==> src/verilog/dpal_pkg.sv <==
/*
  Constants, register map and state encoding for the dual process alarm logic.
  Assumes a 10 MHz core clock and a word-aligned AHB-Lite register window.
*/
package dpal_pkg;

  // time base: one second expressed in core clock cycles
  localparam int unsigned CLK_PERIOD_NS = 100;
  localparam int unsigned SECOND_NS     = 1000000000;
  localparam int unsigned TICK_CYCLES   = SECOND_NS / CLK_PERIOD_NS;
  localparam int unsigned DIV_W         = 24;

  // field widths
  localparam int unsigned SP_W   = 18;     // signed display units
  localparam int unsigned DB_W   = 17;     // unsigned display units
  localparam int unsigned TIME_W = 12;     // whole seconds
  localparam int unsigned CMP_W  = 20;     // headroom for setpoint +/- deadband

  // longest wait and silence time in seconds
  localparam logic [11:0] MAX_SECONDS = 12'hE10;

  // register byte offsets; channel two sits one stride above channel one
  localparam logic [7:0] CH_STRIDE    = 8'h20;
  localparam logic [7:0] OFS_CTRL     = 8'h00;
  localparam logic [7:0] OFS_SETPOINT = 8'h04;
  localparam logic [7:0] OFS_DEADBAND = 8'h08;
  localparam logic [7:0] OFS_WAIT     = 8'h0C;
  localparam logic [7:0] OFS_SILENCE  = 8'h10;
  localparam logic [7:0] OFS_STATUS   = 8'h40;

  // control register bit positions
  localparam int unsigned CTRL_EN_BIT   = 0;
  localparam int unsigned CTRL_HIGH_BIT = 1;
  localparam int unsigned CTRL_NC_BIT   = 2;
  localparam int unsigned CTRL_ALT_BIT  = 3;

  // status register layout: one byte per channel, then shared bits
  localparam int unsigned ST_CH_STRIDE = 8;
  localparam int unsigned ST_COND_BIT  = 2;
  localparam int unsigned ST_SW_BIT    = 3;
  localparam int unsigned ST_ANN_BIT   = 4;
  localparam int unsigned ST_PWR_BIT   = 16;
  localparam int unsigned ST_REF_BIT   = 17;
  localparam int unsigned ST_SEL_BIT   = 18;

  // reset values: disabled, high acting, open when normal, no alternation
  localparam logic [3:0]        CTRL_RST     = 4'h2;
  localparam logic [SP_W-1:0]   SETPOINT_RST = 18'h00000;
  localparam logic [DB_W-1:0]   DEADBAND_RST = 17'h00000;
  localparam logic [TIME_W-1:0] TIME_RST     = 12'h000;

  typedef enum logic [1:0] {
    ST_IDLE    = 2'b00,
    ST_WAIT    = 2'b01,
    ST_ACTIVE  = 2'b10,
    ST_SILENCE = 2'b11
  } dpal_state_e;

endpackage

==> src/verilog/dpal_pin_timebase.sv <==
/*
  Pin synchronisers and one-second tick divider for the dual process alarm logic.
  Assumes the accept button and loop power sense arrive asynchronously on pins.
*/
`timescale 1ns/1ps

module dpal_pin_timebase #(
  parameter int unsigned TICK_CYCLES = dpal_pkg::TICK_CYCLES
) (
  input  wire logic core_clk,
  input  wire logic srst,
  input  wire logic accept_button_pin,
  input  wire logic loop_power_pin,
  output logic      accept_pulse,
  output logic      loop_power_ok,
  output logic      sec_tick
);

  typedef struct packed {
    logic                        btn_s1;
    logic                        btn_s2;
    logic                        btn_prev;
    logic                        pwr_s1;
    logic                        pwr_s2;
    logic [dpal_pkg::DIV_W-1:0]  div;
    logic                        tick;
    logic                        accept;
  } dpal_tb_s;

  dpal_tb_s r;
  dpal_tb_s next_r;

  // two-stage sync; only the second stage feeds the edge detector
  always_comb begin
    next_r          = r;
    next_r.btn_s1   = accept_button_pin;
    next_r.btn_s2   = r.btn_s1;
    next_r.btn_prev = r.btn_s2;
    next_r.pwr_s1   = loop_power_pin;
    next_r.pwr_s2   = r.pwr_s1;
    next_r.accept   = r.btn_s2 & ~r.btn_prev;   // press edge, one pulse
    next_r.tick     = 1'b0;
    if (r.div == dpal_pkg::DIV_W'(TICK_CYCLES - 1)) begin
      next_r.div  = '0;
      next_r.tick = 1'b1;
    end else begin
      next_r.div = r.div + 1'b1;
    end
  end

  always_ff @(posedge core_clk) begin
    if (srst) begin
      r <= '0;
    end else begin
      r <= next_r;
    end
  end

  assign accept_pulse  = r.accept;
  assign loop_power_ok = r.pwr_s2;
  assign sec_tick      = r.tick;

endmodule

==> src/verilog/dpal_top.sv <==
/*
  Dual process alarm logic: two alarm channels compared against the displayed
  process value, with deadband, activation wait, accept/silence and display
  alternation, configured over an AHB-Lite slave.
  Assumes the displayed value comes from logic on core_clk; the accept button
  and loop power sense are asynchronous pins.
*/
// Functional notes
// - two alarm channels, each with its own independent parameter set.
// - per-channel enable; toggling it never touches other stored parameters.
// - alarm condition when displayed value reaches setpoint in set direction.
// - setpoints accepted anywhere across the full permitted loop span.
// - each channel independently selectable as high or low acting.
// - polarity selects switch open or closed when not in alarm.
// - loss of loop power forces both switch outputs open.
// - high alarm clears only below setpoint minus deadband.
// - activation wait programmable in one-second steps up to 3600 s.
// - wait of zero activates the output at once.
// - output activates only after condition persists for whole wait; here the first second runs on the free-running tick and may be short.
// - annunciator flashes during the wait, steady once output activates.
// - silence time programmable in one-second steps up to 3600 s.
// - nonzero silence time turns the push button into an accept input.
// - accept returns the output to non-alarm for the silence period.
// - condition still present at silence end reactivates the output.
// - annunciator flashes during silence until expiry or condition clears.
// - alternate option flips display between value and reference text.
// - no display alternation during the activation wait.
// - display alternation suppressed for the whole silence period.
// - comparison uses the displayed value, tare offset included.
// - both outputs active shows both reference texts in turn.
`timescale 1ns/1ps

module dpal_top #(
  parameter int unsigned TICK_CYCLES = dpal_pkg::TICK_CYCLES
) (
  input  wire logic                             core_clk,
  input  wire logic                             srst,
  // ahb-lite slave
  input  wire logic                             hsel,
  input  wire logic [31:0]                      haddr,
  input  wire logic [1:0]                       htrans,
  input  wire logic                             hwrite,
  input  wire logic [2:0]                       hsize,
  input  wire logic [31:0]                      hwdata,
  input  wire logic                             hready,
  output logic                                  hreadyout,
  output logic                                  hresp,
  output logic      [31:0]                      hrdata,
  // process side
  input  wire logic signed [dpal_pkg::SP_W-1:0] display_value,
  input  wire logic                             accept_button_pin,
  input  wire logic                             loop_power_pin,
  // alarm side
  output logic      [1:0]                       alarm_switch_closed,
  output logic      [1:0]                       annunciator_on,
  output logic                                  display_show_reference,
  output logic                                  display_reference_sel
);

  ////////////////////////////////////////////////////////////////////////////
  // state

  typedef struct packed {
    // configuration, one entry per channel
    logic [1:0]                                cfg_en;
    logic [1:0]                                cfg_high;
    logic [1:0]                                cfg_nc;
    logic [1:0]                                cfg_alt;
    logic [1:0][dpal_pkg::SP_W-1:0]            setpoint;
    logic [1:0][dpal_pkg::DB_W-1:0]            deadband;
    logic [1:0][dpal_pkg::TIME_W-1:0]          wait_sec;
    logic [1:0][dpal_pkg::TIME_W-1:0]          silence_sec;
    // channel sequencing
    logic [1:0]                                cond;
    dpal_pkg::dpal_state_e [1:0]               st;
    logic [1:0][dpal_pkg::TIME_W-1:0]          cnt;
    logic                                      blink;
    // display alternation
    logic                                      disp_ref;
    logic                                      disp_sel;
    // bus data phase
    logic                                      dph_act;
    logic                                      dph_wr;
    logic [7:0]                                dph_addr;
    logic [31:0]                               rdata;
    // registered pin outputs
    logic [1:0]                                sw_closed;
    logic [1:0]                                annun;
  } dpal_top_s;

  dpal_top_s r;
  dpal_top_s next_r;

  logic accept_pulse;
  logic loop_power_ok;
  logic sec_tick;

  ////////////////////////////////////////////////////////////////////////////
  // helpers

  // register address match for a channel-relative offset
  function automatic logic dpal_hit(input logic [7:0] a, input logic ch, input logic [7:0] ofs);
    return a == ((ch ? dpal_pkg::CH_STRIDE : 8'h00) + ofs);
  endfunction

  // second counts are held to the documented maximum
  function automatic logic [dpal_pkg::TIME_W-1:0] dpal_clamp(input logic [31:0] w);
    if (w > 32'(dpal_pkg::MAX_SECONDS)) begin
      return dpal_pkg::MAX_SECONDS;
    end
    return w[dpal_pkg::TIME_W-1:0];
  endfunction

  // sign-extend a setpoint into the comparison width
  function automatic logic signed [dpal_pkg::CMP_W-1:0] dpal_sx(
    input logic [dpal_pkg::SP_W-1:0] v);
    return {{(dpal_pkg::CMP_W - dpal_pkg::SP_W){v[dpal_pkg::SP_W-1]}}, v};
  endfunction

  ////////////////////////////////////////////////////////////////////////////
  // pin synchronisers and one-second time base

  dpal_pin_timebase #(
    .TICK_CYCLES (TICK_CYCLES)
  ) u_timebase (
    .core_clk          (core_clk),
    .srst              (srst),
    .accept_button_pin (accept_button_pin),
    .loop_power_pin    (loop_power_pin),
    .accept_pulse      (accept_pulse),
    .loop_power_ok     (loop_power_ok),
    .sec_tick          (sec_tick)
  );

  ////////////////////////////////////////////////////////////////////////////
  // next state

  always_comb begin
    logic                               ch;
    logic signed [dpal_pkg::CMP_W-1:0]  pv;
    logic signed [dpal_pkg::CMP_W-1:0]  sp;
    logic signed [dpal_pkg::CMP_W-1:0]  db;
    logic [1:0]                         elig;
    logic [dpal_pkg::TIME_W-1:0]        cnt_inc;
    logic [31:0]                        rd;
    ch      = 1'b0;
    pv      = dpal_sx(display_value);
    sp      = '0;
    db      = '0;
    elig    = 2'b00;
    cnt_inc = '0;
    rd      = 32'h00000000;
    next_r  = r;

    // data phase write; upper address bits were checked at capture
    if (r.dph_act && r.dph_wr) begin
      for (int c = 0; c < 2; c++) begin
        ch = c[0];
        if (dpal_hit(r.dph_addr, ch, dpal_pkg::OFS_CTRL)) begin
          next_r.cfg_en[c]   = hwdata[dpal_pkg::CTRL_EN_BIT];
          next_r.cfg_high[c] = hwdata[dpal_pkg::CTRL_HIGH_BIT];
          next_r.cfg_nc[c]   = hwdata[dpal_pkg::CTRL_NC_BIT];
          next_r.cfg_alt[c]  = hwdata[dpal_pkg::CTRL_ALT_BIT];
        end
        if (dpal_hit(r.dph_addr, ch, dpal_pkg::OFS_SETPOINT)) begin
          next_r.setpoint[c] = hwdata[dpal_pkg::SP_W-1:0];
        end
        if (dpal_hit(r.dph_addr, ch, dpal_pkg::OFS_DEADBAND)) begin
          next_r.deadband[c] = hwdata[dpal_pkg::DB_W-1:0];
        end
        if (dpal_hit(r.dph_addr, ch, dpal_pkg::OFS_WAIT)) begin
          next_r.wait_sec[c] = dpal_clamp(hwdata);
        end
        if (dpal_hit(r.dph_addr, ch, dpal_pkg::OFS_SILENCE)) begin
          next_r.silence_sec[c] = dpal_clamp(hwdata);
        end
      end
    end

    if (sec_tick) begin
      next_r.blink = ~r.blink;
    end

    // each channel runs on its own parameters
    for (int c = 0; c < 2; c++) begin
      sp      = dpal_sx(r.setpoint[c]);
      db      = {{(dpal_pkg::CMP_W - dpal_pkg::DB_W){1'b0}}, r.deadband[c]};
      cnt_inc = r.cnt[c] + 1'b1;
      // raw displayed value, tare already applied upstream
      if (!r.cfg_en[c]) begin
        next_r.cond[c] = 1'b0;
      end else if (r.cfg_high[c]) begin
        if (pv >= sp) begin
          next_r.cond[c] = 1'b1;
        end else if (pv < sp - db) begin
          next_r.cond[c] = 1'b0;
        end
      end else begin
        if (pv <= sp) begin
          next_r.cond[c] = 1'b1;
        end else if (pv > sp + db) begin
          next_r.cond[c] = 1'b0;
        end
      end

      case (r.st[c])
        dpal_pkg::ST_IDLE: begin
          next_r.cnt[c] = '0;
          if (r.cond[c]) begin
            if (r.wait_sec[c] == '0) begin
              next_r.st[c] = dpal_pkg::ST_ACTIVE;
            end else begin
              next_r.st[c] = dpal_pkg::ST_WAIT;
            end
          end
        end
        dpal_pkg::ST_WAIT: begin
          if (!r.cond[c]) begin
            next_r.st[c] = dpal_pkg::ST_IDLE;
          end else if (sec_tick) begin
            next_r.cnt[c] = cnt_inc;
            if (cnt_inc >= r.wait_sec[c]) begin
              next_r.st[c] = dpal_pkg::ST_ACTIVE;
            end
          end
        end
        dpal_pkg::ST_ACTIVE: begin
          next_r.cnt[c] = '0;
          if (!r.cond[c]) begin
            next_r.st[c] = dpal_pkg::ST_IDLE;
          end else if (accept_pulse && r.silence_sec[c] != '0) begin
            next_r.st[c] = dpal_pkg::ST_SILENCE;
          end
        end
        dpal_pkg::ST_SILENCE: begin
          if (!r.cond[c]) begin
            next_r.st[c] = dpal_pkg::ST_IDLE;
          end else if (sec_tick) begin
            next_r.cnt[c] = cnt_inc;
            if (cnt_inc >= r.silence_sec[c]) begin
              next_r.st[c] = dpal_pkg::ST_ACTIVE;
              next_r.cnt[c] = '0;
            end
          end
        end
        default: begin
          next_r.st[c] = dpal_pkg::ST_IDLE;
        end
      endcase

      if (!r.cfg_en[c]) begin
        next_r.st[c] = dpal_pkg::ST_IDLE;
      end

      next_r.sw_closed[c] = loop_power_ok
                          & ((next_r.st[c] == dpal_pkg::ST_ACTIVE) ^ r.cfg_nc[c]);

      // flash while waiting, steady when active
      case (next_r.st[c])
        dpal_pkg::ST_ACTIVE:  next_r.annun[c] = 1'b1;
        dpal_pkg::ST_WAIT:    next_r.annun[c] = next_r.blink;
        dpal_pkg::ST_SILENCE: next_r.annun[c] = next_r.blink;
        default:              next_r.annun[c] = 1'b0;
      endcase

      // only an active output may alternate
      elig[c] = r.cfg_alt[c] & (next_r.st[c] == dpal_pkg::ST_ACTIVE);
    end

    // alternate value and reference text each second
    if (sec_tick) begin
      if (r.disp_ref) begin
        next_r.disp_ref = 1'b0;
      end else if (elig != 2'b00) begin
        next_r.disp_ref = 1'b1;
        next_r.disp_sel = elig[~r.disp_sel] ? ~r.disp_sel : r.disp_sel;
      end
    end
    // drop a reference at once when its channel stops being eligible
    if (!elig[next_r.disp_sel]) begin
      next_r.disp_ref = 1'b0;
    end

    // address phase capture; anything above 0xFF is unmapped
    next_r.dph_act = hsel & htrans[1] & hready;
    if (next_r.dph_act) begin
      next_r.dph_wr   = hwrite;
      next_r.dph_addr = (haddr[31:8] == 24'h000000) ? haddr[7:0] : 8'hFF;
    end

    // read data from post-write values so a read right after a write sees it
    if (next_r.dph_act && !hwrite && haddr[31:8] == 24'h000000) begin
      for (int c = 0; c < 2; c++) begin
        ch = c[0];
        if (dpal_hit(haddr[7:0], ch, dpal_pkg::OFS_CTRL)) begin
          rd[dpal_pkg::CTRL_EN_BIT]   = next_r.cfg_en[c];
          rd[dpal_pkg::CTRL_HIGH_BIT] = next_r.cfg_high[c];
          rd[dpal_pkg::CTRL_NC_BIT]   = next_r.cfg_nc[c];
          rd[dpal_pkg::CTRL_ALT_BIT]  = next_r.cfg_alt[c];
        end
        if (dpal_hit(haddr[7:0], ch, dpal_pkg::OFS_SETPOINT)) begin
          rd = 32'(dpal_sx(next_r.setpoint[c]));
        end
        if (dpal_hit(haddr[7:0], ch, dpal_pkg::OFS_DEADBAND)) begin
          rd[dpal_pkg::DB_W-1:0] = next_r.deadband[c];
        end
        if (dpal_hit(haddr[7:0], ch, dpal_pkg::OFS_WAIT)) begin
          rd[dpal_pkg::TIME_W-1:0] = next_r.wait_sec[c];
        end
        if (dpal_hit(haddr[7:0], ch, dpal_pkg::OFS_SILENCE)) begin
          rd[dpal_pkg::TIME_W-1:0] = next_r.silence_sec[c];
        end
      end
      if (haddr[7:0] == dpal_pkg::OFS_STATUS) begin
        for (int c = 0; c < 2; c++) begin
          rd[c*dpal_pkg::ST_CH_STRIDE +: 2]                  = r.st[c];
          rd[c*dpal_pkg::ST_CH_STRIDE + dpal_pkg::ST_COND_BIT] = r.cond[c];
          rd[c*dpal_pkg::ST_CH_STRIDE + dpal_pkg::ST_SW_BIT]   = r.sw_closed[c];
          rd[c*dpal_pkg::ST_CH_STRIDE + dpal_pkg::ST_ANN_BIT]  = r.annun[c];
        end
        rd[dpal_pkg::ST_PWR_BIT] = loop_power_ok;
        rd[dpal_pkg::ST_REF_BIT] = r.disp_ref;
        rd[dpal_pkg::ST_SEL_BIT] = r.disp_sel;
      end
    end
    // hold last read word otherwise; unmapped reads return zero
    if (next_r.dph_act && !hwrite) begin
      next_r.rdata = rd;
    end
  end

  ////////////////////////////////////////////////////////////////////////////
  // registers

  always_ff @(posedge core_clk) begin
    if (srst) begin
      r             <= '0;
      r.cfg_en      <= {2{dpal_pkg::CTRL_RST[dpal_pkg::CTRL_EN_BIT]}};
      r.cfg_high    <= {2{dpal_pkg::CTRL_RST[dpal_pkg::CTRL_HIGH_BIT]}};
      r.cfg_nc      <= {2{dpal_pkg::CTRL_RST[dpal_pkg::CTRL_NC_BIT]}};
      r.cfg_alt     <= {2{dpal_pkg::CTRL_RST[dpal_pkg::CTRL_ALT_BIT]}};
      r.setpoint    <= {2{dpal_pkg::SETPOINT_RST}};
      r.deadband    <= {2{dpal_pkg::DEADBAND_RST}};
      r.wait_sec    <= {2{dpal_pkg::TIME_RST}};
      r.silence_sec <= {2{dpal_pkg::TIME_RST}};
    end else begin
      r <= next_r;
    end
  end

  ////////////////////////////////////////////////////////////////////////////
  // outputs

  // zero wait state slave, always OKAY
  assign hreadyout = 1'b1;
  assign hresp     = 1'b0;
  assign hrdata    = r.rdata;

  assign alarm_switch_closed    = r.sw_closed;
  assign annunciator_on         = r.annun;
  assign display_show_reference = r.disp_ref;
  assign display_reference_sel  = r.disp_sel;

endmodule

==> config.mk <==
export PLATFORM = sky130hd
export DESIGN_NAME = dpal_top
export DESIGN_NICKNAME = d
export VERILOG_FILES = /design/src/verilog/dpal_pkg.sv /design/src/verilog/dpal_pin_timebase.sv /design/src/verilog/dpal_top.sv
export SDC_FILE = /design/constraint.sdc
export NUM_CORES = 1
export LEC_CHECK = 0
export ABC_AREA = 1
export BUFFER_PORTS_ARGS = -buffer_cell sky130_fd_sc_hd__buf_2
export CORE_ASPECT_RATIO = 1.75
export CORE_MARGIN = 10
export CORE_UTILIZATION = 46
export CTS_CLUSTER_DIAMETER = 80
export DETAILED_ROUTE_END_ITERATION = 6
export PLACE_DENSITY_LB_ADDON = 0.3
export SYNTH_ARGS = -nofsm -noshare
export SYNTH_HDL_FRONTEND = slang
export SYNTH_SLANG_ARGS = --single-unit
==> constraint.sdc <==
create_clock -name core_clk -period 3.7 [get_ports core_clk]
set_clock_uncertainty 0.05 [all_clocks]
set_input_delay 1.11 -clock core_clk [delete_from_list [all_inputs] [get_ports core_clk]]
set_output_delay 1.11 -clock core_clk [all_outputs]
set_load 0.03 [all_outputs]
==> impl_summary.md <==
Run status
The run finished, with violations left. The final reports fail on setup timing.

CTS
The number of buffers between clock root and the deepest sink is 3. TritonCTS built the clock tree. Clock latency on the worst-skew pair, taken at its later pin, is 560 ps. The clock buffer count from CTS is 25. The hold buffer count at CTS is 0. The clock-pin slew on the worst setup and hold paths is 60 ps.

In this run the number of H-tree levels came out at 1. The sink count of the clock tree is 224. CTS placed an instance of sky130_fd_sc_hd__clkbuf_16 at the clock tree root.

Pwr
The total power is 5.402 mW. In this run the static leakage power is 9.967 nW. The power density relative to cell area is 260.2 nW/um^2. The worst-case IR drop observed on VDD is 0.3453 mV.

Route
The via count of the routed design is 18,420. After detailed routing, the average wire length per cell comes to 19.06 um. In this run, the number of DRC markers left after iteration 0 of detailed routing was 1,090. For this block, the routed nets add up to 64.40 mm of wire. Dividing the detail-routed via count by the number of cells gives 5.450. In the routed design, unresolved DRC markers number 0.

The count of nets left with antenna violations once routing finished came out at 0. The pre-antenna-repair detailed-routing pass consisted of 5 iterations.

Placement
The number of input and output port buffers inserted is 127. At the end of routability-driven placement, the weighted congestion stood at 0.9711. The HPWL reported at the end of detailed placement is 52.76 mm. After detailed placement, the total cell area comes to 19,640 um^2.

STA
The max-slew violation count is 0. The part of the cycle the worst path needs is 100.9%. The worst pin sits at a relative slew slack of 42.05%. Derived from the worst setup path, the maximum achievable clock frequency is 267.9 MHz. Setup violations remaining at the end of the flow were counted as 1. The transition time at the pin with the least slew margin is 862.7 ps. The time the final worst path needs with I/O delays and setup is 3733 ps.

Setup repair after global routing could not meet its margin everywhere. Adding up every negative setup slack in the final design gives -32.68 ps. The number of hold violations in the final report is 0. The worst-case setup margin in the final layout is -32.68 ps.

Logic synthesis
The synthesized netlist cell count is 2,713. In the synthesized netlist, mux cells make up 0% of the area. Summing the areas of all compound-gate instances in the mapped netlist gives 15.37% of the synthesized area. After synthesis, the share of flip-flops with an asynchronous set or reset is 0%. The count of synthesis-stage warnings from yosys is 0. The count of cell types in the netlist is 56. The adder-cell share of the synthesized area is 16.24%. The post-synthesis sequential area ratio is 24.72%. The count of state elements after synthesis is 224. The dominant combinational cell family by area after synthesis is simple AND/OR/NAND/NOR gates.

Summing the areas of all xor and xnor instances in the mapped netlist gives 4.442% of the synthesized area. The mean instance size in the synthesized netlist is 6.687 um^2. The main flop type after synthesis is sky130_fd_sc_hd__dfxtp_1. The count of flip-flops with a built-in enable after synthesis is 0. The mapped cell area is 18,140 um^2. Of the total synthesized cell area, the portion taken by AND, OR, NAND and NOR gates is 28.22%. The number of nets produced by synthesis is 3,040.

Floorplan
Once the floorplan was initialized, standard cells occupied 46.33% of the core. The total number of placement rows is 96. The core box area is 39,160 um^2. The floorplan step set the die height to 282.7 um. The count of boundary I/O pins is 134. The die covers 48,090 um^2. The die outline width is 170.1 um.

Cells and area
The antenna diode count is 0. At the end of the flow, the number of nets in the layout was 3,197. The post-synthesis to final-layout area growth is 14.44%. In the final layout, the share of cells above drive strength 1 is 14.23%. The finished cells cover 20,760 um^2. The count of fill cells added during filler insertion is 3,865.

Setup path
The worst reg-to-reg path cell count is 24. The critical path goes through inv_1 -> ha_1 -> nand2_1 -> o21ai_0 -> a21o_1 -> nand3_1 -> nand2_1 -> nand2_1 -> nand2_1 -> a21oi_1 -> o21ai_1 -> xor2_1 -> ha_1 -> nand2_1 -> inv_1 -> nand3_1 -> a31oi_1 -> nor2_1 -> nand3_2 -> xnor2_4 -> nand3_1 -> nand2_1 -> nand2_1 -> a21oi_1. The type of origin of the critical path is a register. By instance count, the cell type seen most on the critical path is sky130_fd_sc_hd__nand2_1. The critical path data required time is 4140 ps.

The end of the worst register-to-register path is r[77]. The largest individual stage delay along the critical path comes from the cell sky130_fd_sc_hd__ha_1. For this run, the slowest stage of the critical path takes 450 ps. The arrival time at the worst endpoint is 4170 ps. The register-to-register path setup slack is -30 ps. The category of the most critical setup path is reg2reg.

Of all nets on the critical path, the largest fanout is 7. In this run the number of cells on the critical path is 24. The startpoint identified for the worst register-to-register timing path is r[131]. The number of buffers and inverters on the critical path is 2. STA classifies the critical path endpoint as a register.

The dominant delay contributor by cell family on the critical path is simple AND/OR/NAND/NOR gates.

GRT
The overflow left after global routing is 0. The overall fraction of global-route tracks in use is 26.09%. The largest net degree at the start of global routing is 87.

The initial antenna violation count is 0. The via count of the first global-routing pass is 18,340. The wire length of the first global-routing pass is 98.30 mm.

Hold path
Along the worst hold path, the cell count comes to 1. The startpoint of the worst hold path is u_timebase.r[28]. The tightest min-delay check is of the reg2reg type. For hold timing, the worst endpoint is u_timebase.accept_pulse.

Job
The tool flagged a number of max-cap violations equal to 0.
## per-layer routing
layer  track usage, %  wire length, um  vias to the layer above
met1            23.77            21820                     8480
li1                 -                -                     9165
met5                0                0                        -
met3            3.941             3154                      224
met2            49.92            33640                      548
met4            20.93             5779                        0
## through the flow
step / utilization, % / setup slack [ps] / instances / hold slack (ps)
4_1_cts: 52.53 / 0.5129 / 3375 / 337.3
3_5_place_dp: 50.15 / -159.0 / 3327 / 334.7
5_1_grt: 53.02 / -246.4 / 3379 / 347.2
3_3_place_gp: 50.15 / -152.2 / 3327 / 327.9
2_1_floorplan: - / 447.0 / 2713 / 322.8
6_report: 53.02 / -32.68 / 3379 / 332.9
## power breakdown
part           total, mW  internal (mW)  switching, mW
Clock               2.50           1.40           1.09
Sequential          2.43           2.42        0.00930
Combinational      0.472          0.161          0.311
## how the worst max path moves through the flow
stage                     startpoint  endpoint  slack, ps
after floorplan               r[179]     r[78]        450
after global placement        r[161]     r[77]       -150
after detailed placement      r[179]     r[78]       -160
after CTS                     r[161]     r[77]        0.5
after global routing          r[161]     r[77]       -250
final                         r[131]     r[77]        -30
## cell usage after synthesis (10+ instances only)
library cell | n | area [um^2]
sky130_fd_sc_hd__o22ai_1 | 15 | 93.84
sky130_fd_sc_hd__o21ai_1 | 21 | 105.1
sky130_fd_sc_hd__nor4_1 | 25 | 156.4
sky130_fd_sc_hd__or2_2 | 12 | 75.07
sky130_fd_sc_hd__o21bai_1 | 12 | 90.09
sky130_fd_sc_hd__inv_1 | 349 | 1310
sky130_fd_sc_hd__clkbuf_1 | 58 | 217.7
sky130_fd_sc_hd__ha_1 | 229 | 2865
sky130_fd_sc_hd__o211ai_1 | 15 | 112.6
sky130_fd_sc_hd__buf_4 | 40 | 300.3
sky130_fd_sc_hd__nor2_2 | 11 | 68.82
sky130_fd_sc_hd__nor3_1 | 38 | 190.2
sky130_fd_sc_hd__dfxtp_1 | 224 | 4484
sky130_fd_sc_hd__nand3_1 | 108 | 540.5
sky130_fd_sc_hd__a21o_1 | 12 | 90.09
sky130_fd_sc_hd__nand2_1 | 559 | 2098
sky130_fd_sc_hd__nor2_1 | 336 | 1261
sky130_fd_sc_hd__a21oi_1 | 199 | 996.0
sky130_fd_sc_hd__xor2_1 | 78 | 683.2
sky130_fd_sc_hd__o21ai_0 | 182 | 910.9
sky130_fd_sc_hd__buf_2 | 13 | 65.06
sky130_fd_sc_hd__xnor2_1 | 14 | 122.6
sky130_fd_sc_hd__a31oi_1 | 10 | 62.56
sky130_fd_sc_hd__nand4_1 | 42 | 262.8
sky130_fd_sc_hd__o21a_1 | 14 | 105.1
## worst register-to-register path: stages, from the launching register on
cell and delay, ps:
sky130_fd_sc_hd__dfxtp_1 330, sky130_fd_sc_hd__inv_1 60, sky130_fd_sc_hd__ha_1 450, sky130_fd_sc_hd__nand2_1 130, sky130_fd_sc_hd__o21ai_0 300, sky130_fd_sc_hd__a21o_1 150, sky130_fd_sc_hd__nand3_1 70, sky130_fd_sc_hd__nand2_1 140
sky130_fd_sc_hd__nand2_1 100, sky130_fd_sc_hd__nand2_1 80, sky130_fd_sc_hd__a21oi_1 70, sky130_fd_sc_hd__o21ai_1 180, sky130_fd_sc_hd__xor2_1 170, sky130_fd_sc_hd__ha_1 250, sky130_fd_sc_hd__nand2_1 60, sky130_fd_sc_hd__inv_1 40
sky130_fd_sc_hd__nand3_1 120, sky130_fd_sc_hd__a31oi_1 60, sky130_fd_sc_hd__nor2_1 140, sky130_fd_sc_hd__nand3_2 140, sky130_fd_sc_hd__xnor2_4 220, sky130_fd_sc_hd__nand3_1 110, sky130_fd_sc_hd__nand2_1 70, sky130_fd_sc_hd__nand2_1 50
sky130_fd_sc_hd__a21oi_1 120
## flip-flops by register name, summed over array words and instances, names as in the netlist, 2 cells and up
name                 cells
alarm_switch_closed      2
annunciator_on           2
hrdata                  20
r                      167
u_timebase.next_r        3
u_timebase.r            25
## cells by family after synthesis
kind of cell | Yosys count
buf+inv | 477
fa+ha+maj | 233
xor+xnor | 92
compound gates | 507
flops | 224
simple gates | 1178
other cells | 2
## cells in the final DEF (no fill, tap or decap), drive strengths merged, types with 6 or more instances in the layout
| cell | Yosys | layout |
|---|---|---|
| xor2 | 78 | 78 |
| or2 | 15 | 15 |
| a21oi | 199 | 199 |
| nor4 | 31 | 31 |
| o21a | 14 | 14 |
| a221oi | 6 | 6 |
| o211ai | 15 | 15 |
| nor2 | 352 | 352 |
| o22ai | 16 | 16 |
| xnor2 | 14 | 14 |
| nor3 | 44 | 44 |
| a211oi | 8 | 8 |
| clkinv | 3 | 6 |
| a21o | 12 | 12 |
| a31oi | 10 | 10 |
| ha | 229 | 229 |
| nand4 | 43 | 43 |
| o21bai | 12 | 12 |
| o21ai | 203 | 203 |
| nand3 | 111 | 111 |
| inv | 355 | 359 |
| nand2 | 567 | 567 |
| clkbuf | 61 | 38 |
| o31ai | 7 | 7 |
| buf | 58 | 249 |
| dfxtp | 224 | 224 |
## repair_timing
action / CTS / global route
resized for setup: 28 / 52
pin swaps: 11 / 29
setup buffers: 2 / 4
setup endpoints to repair: 2 / 19
## final cells by class
| type | count | area, um^2 | area share [%] |
|---|---|---|---|
| Sequential cell | 224 | 4488 | 21.62 |
| Clock buffer | 38 | 744.5 | 3.586 |
| Multi-Input combinational cell | 2012 | 11940 | 57.51 |
| Timing Repair Buffer | 249 | 1567 | 7.545 |
| Inverter | 358 | 1344 | 6.473 |
| Clock inverter | 8 | 66.31 | 0.3194 |
| Tap cell | 490 | 613.1 | 2.953 |
Note: power is estimated with default switching activity, not from simulation.
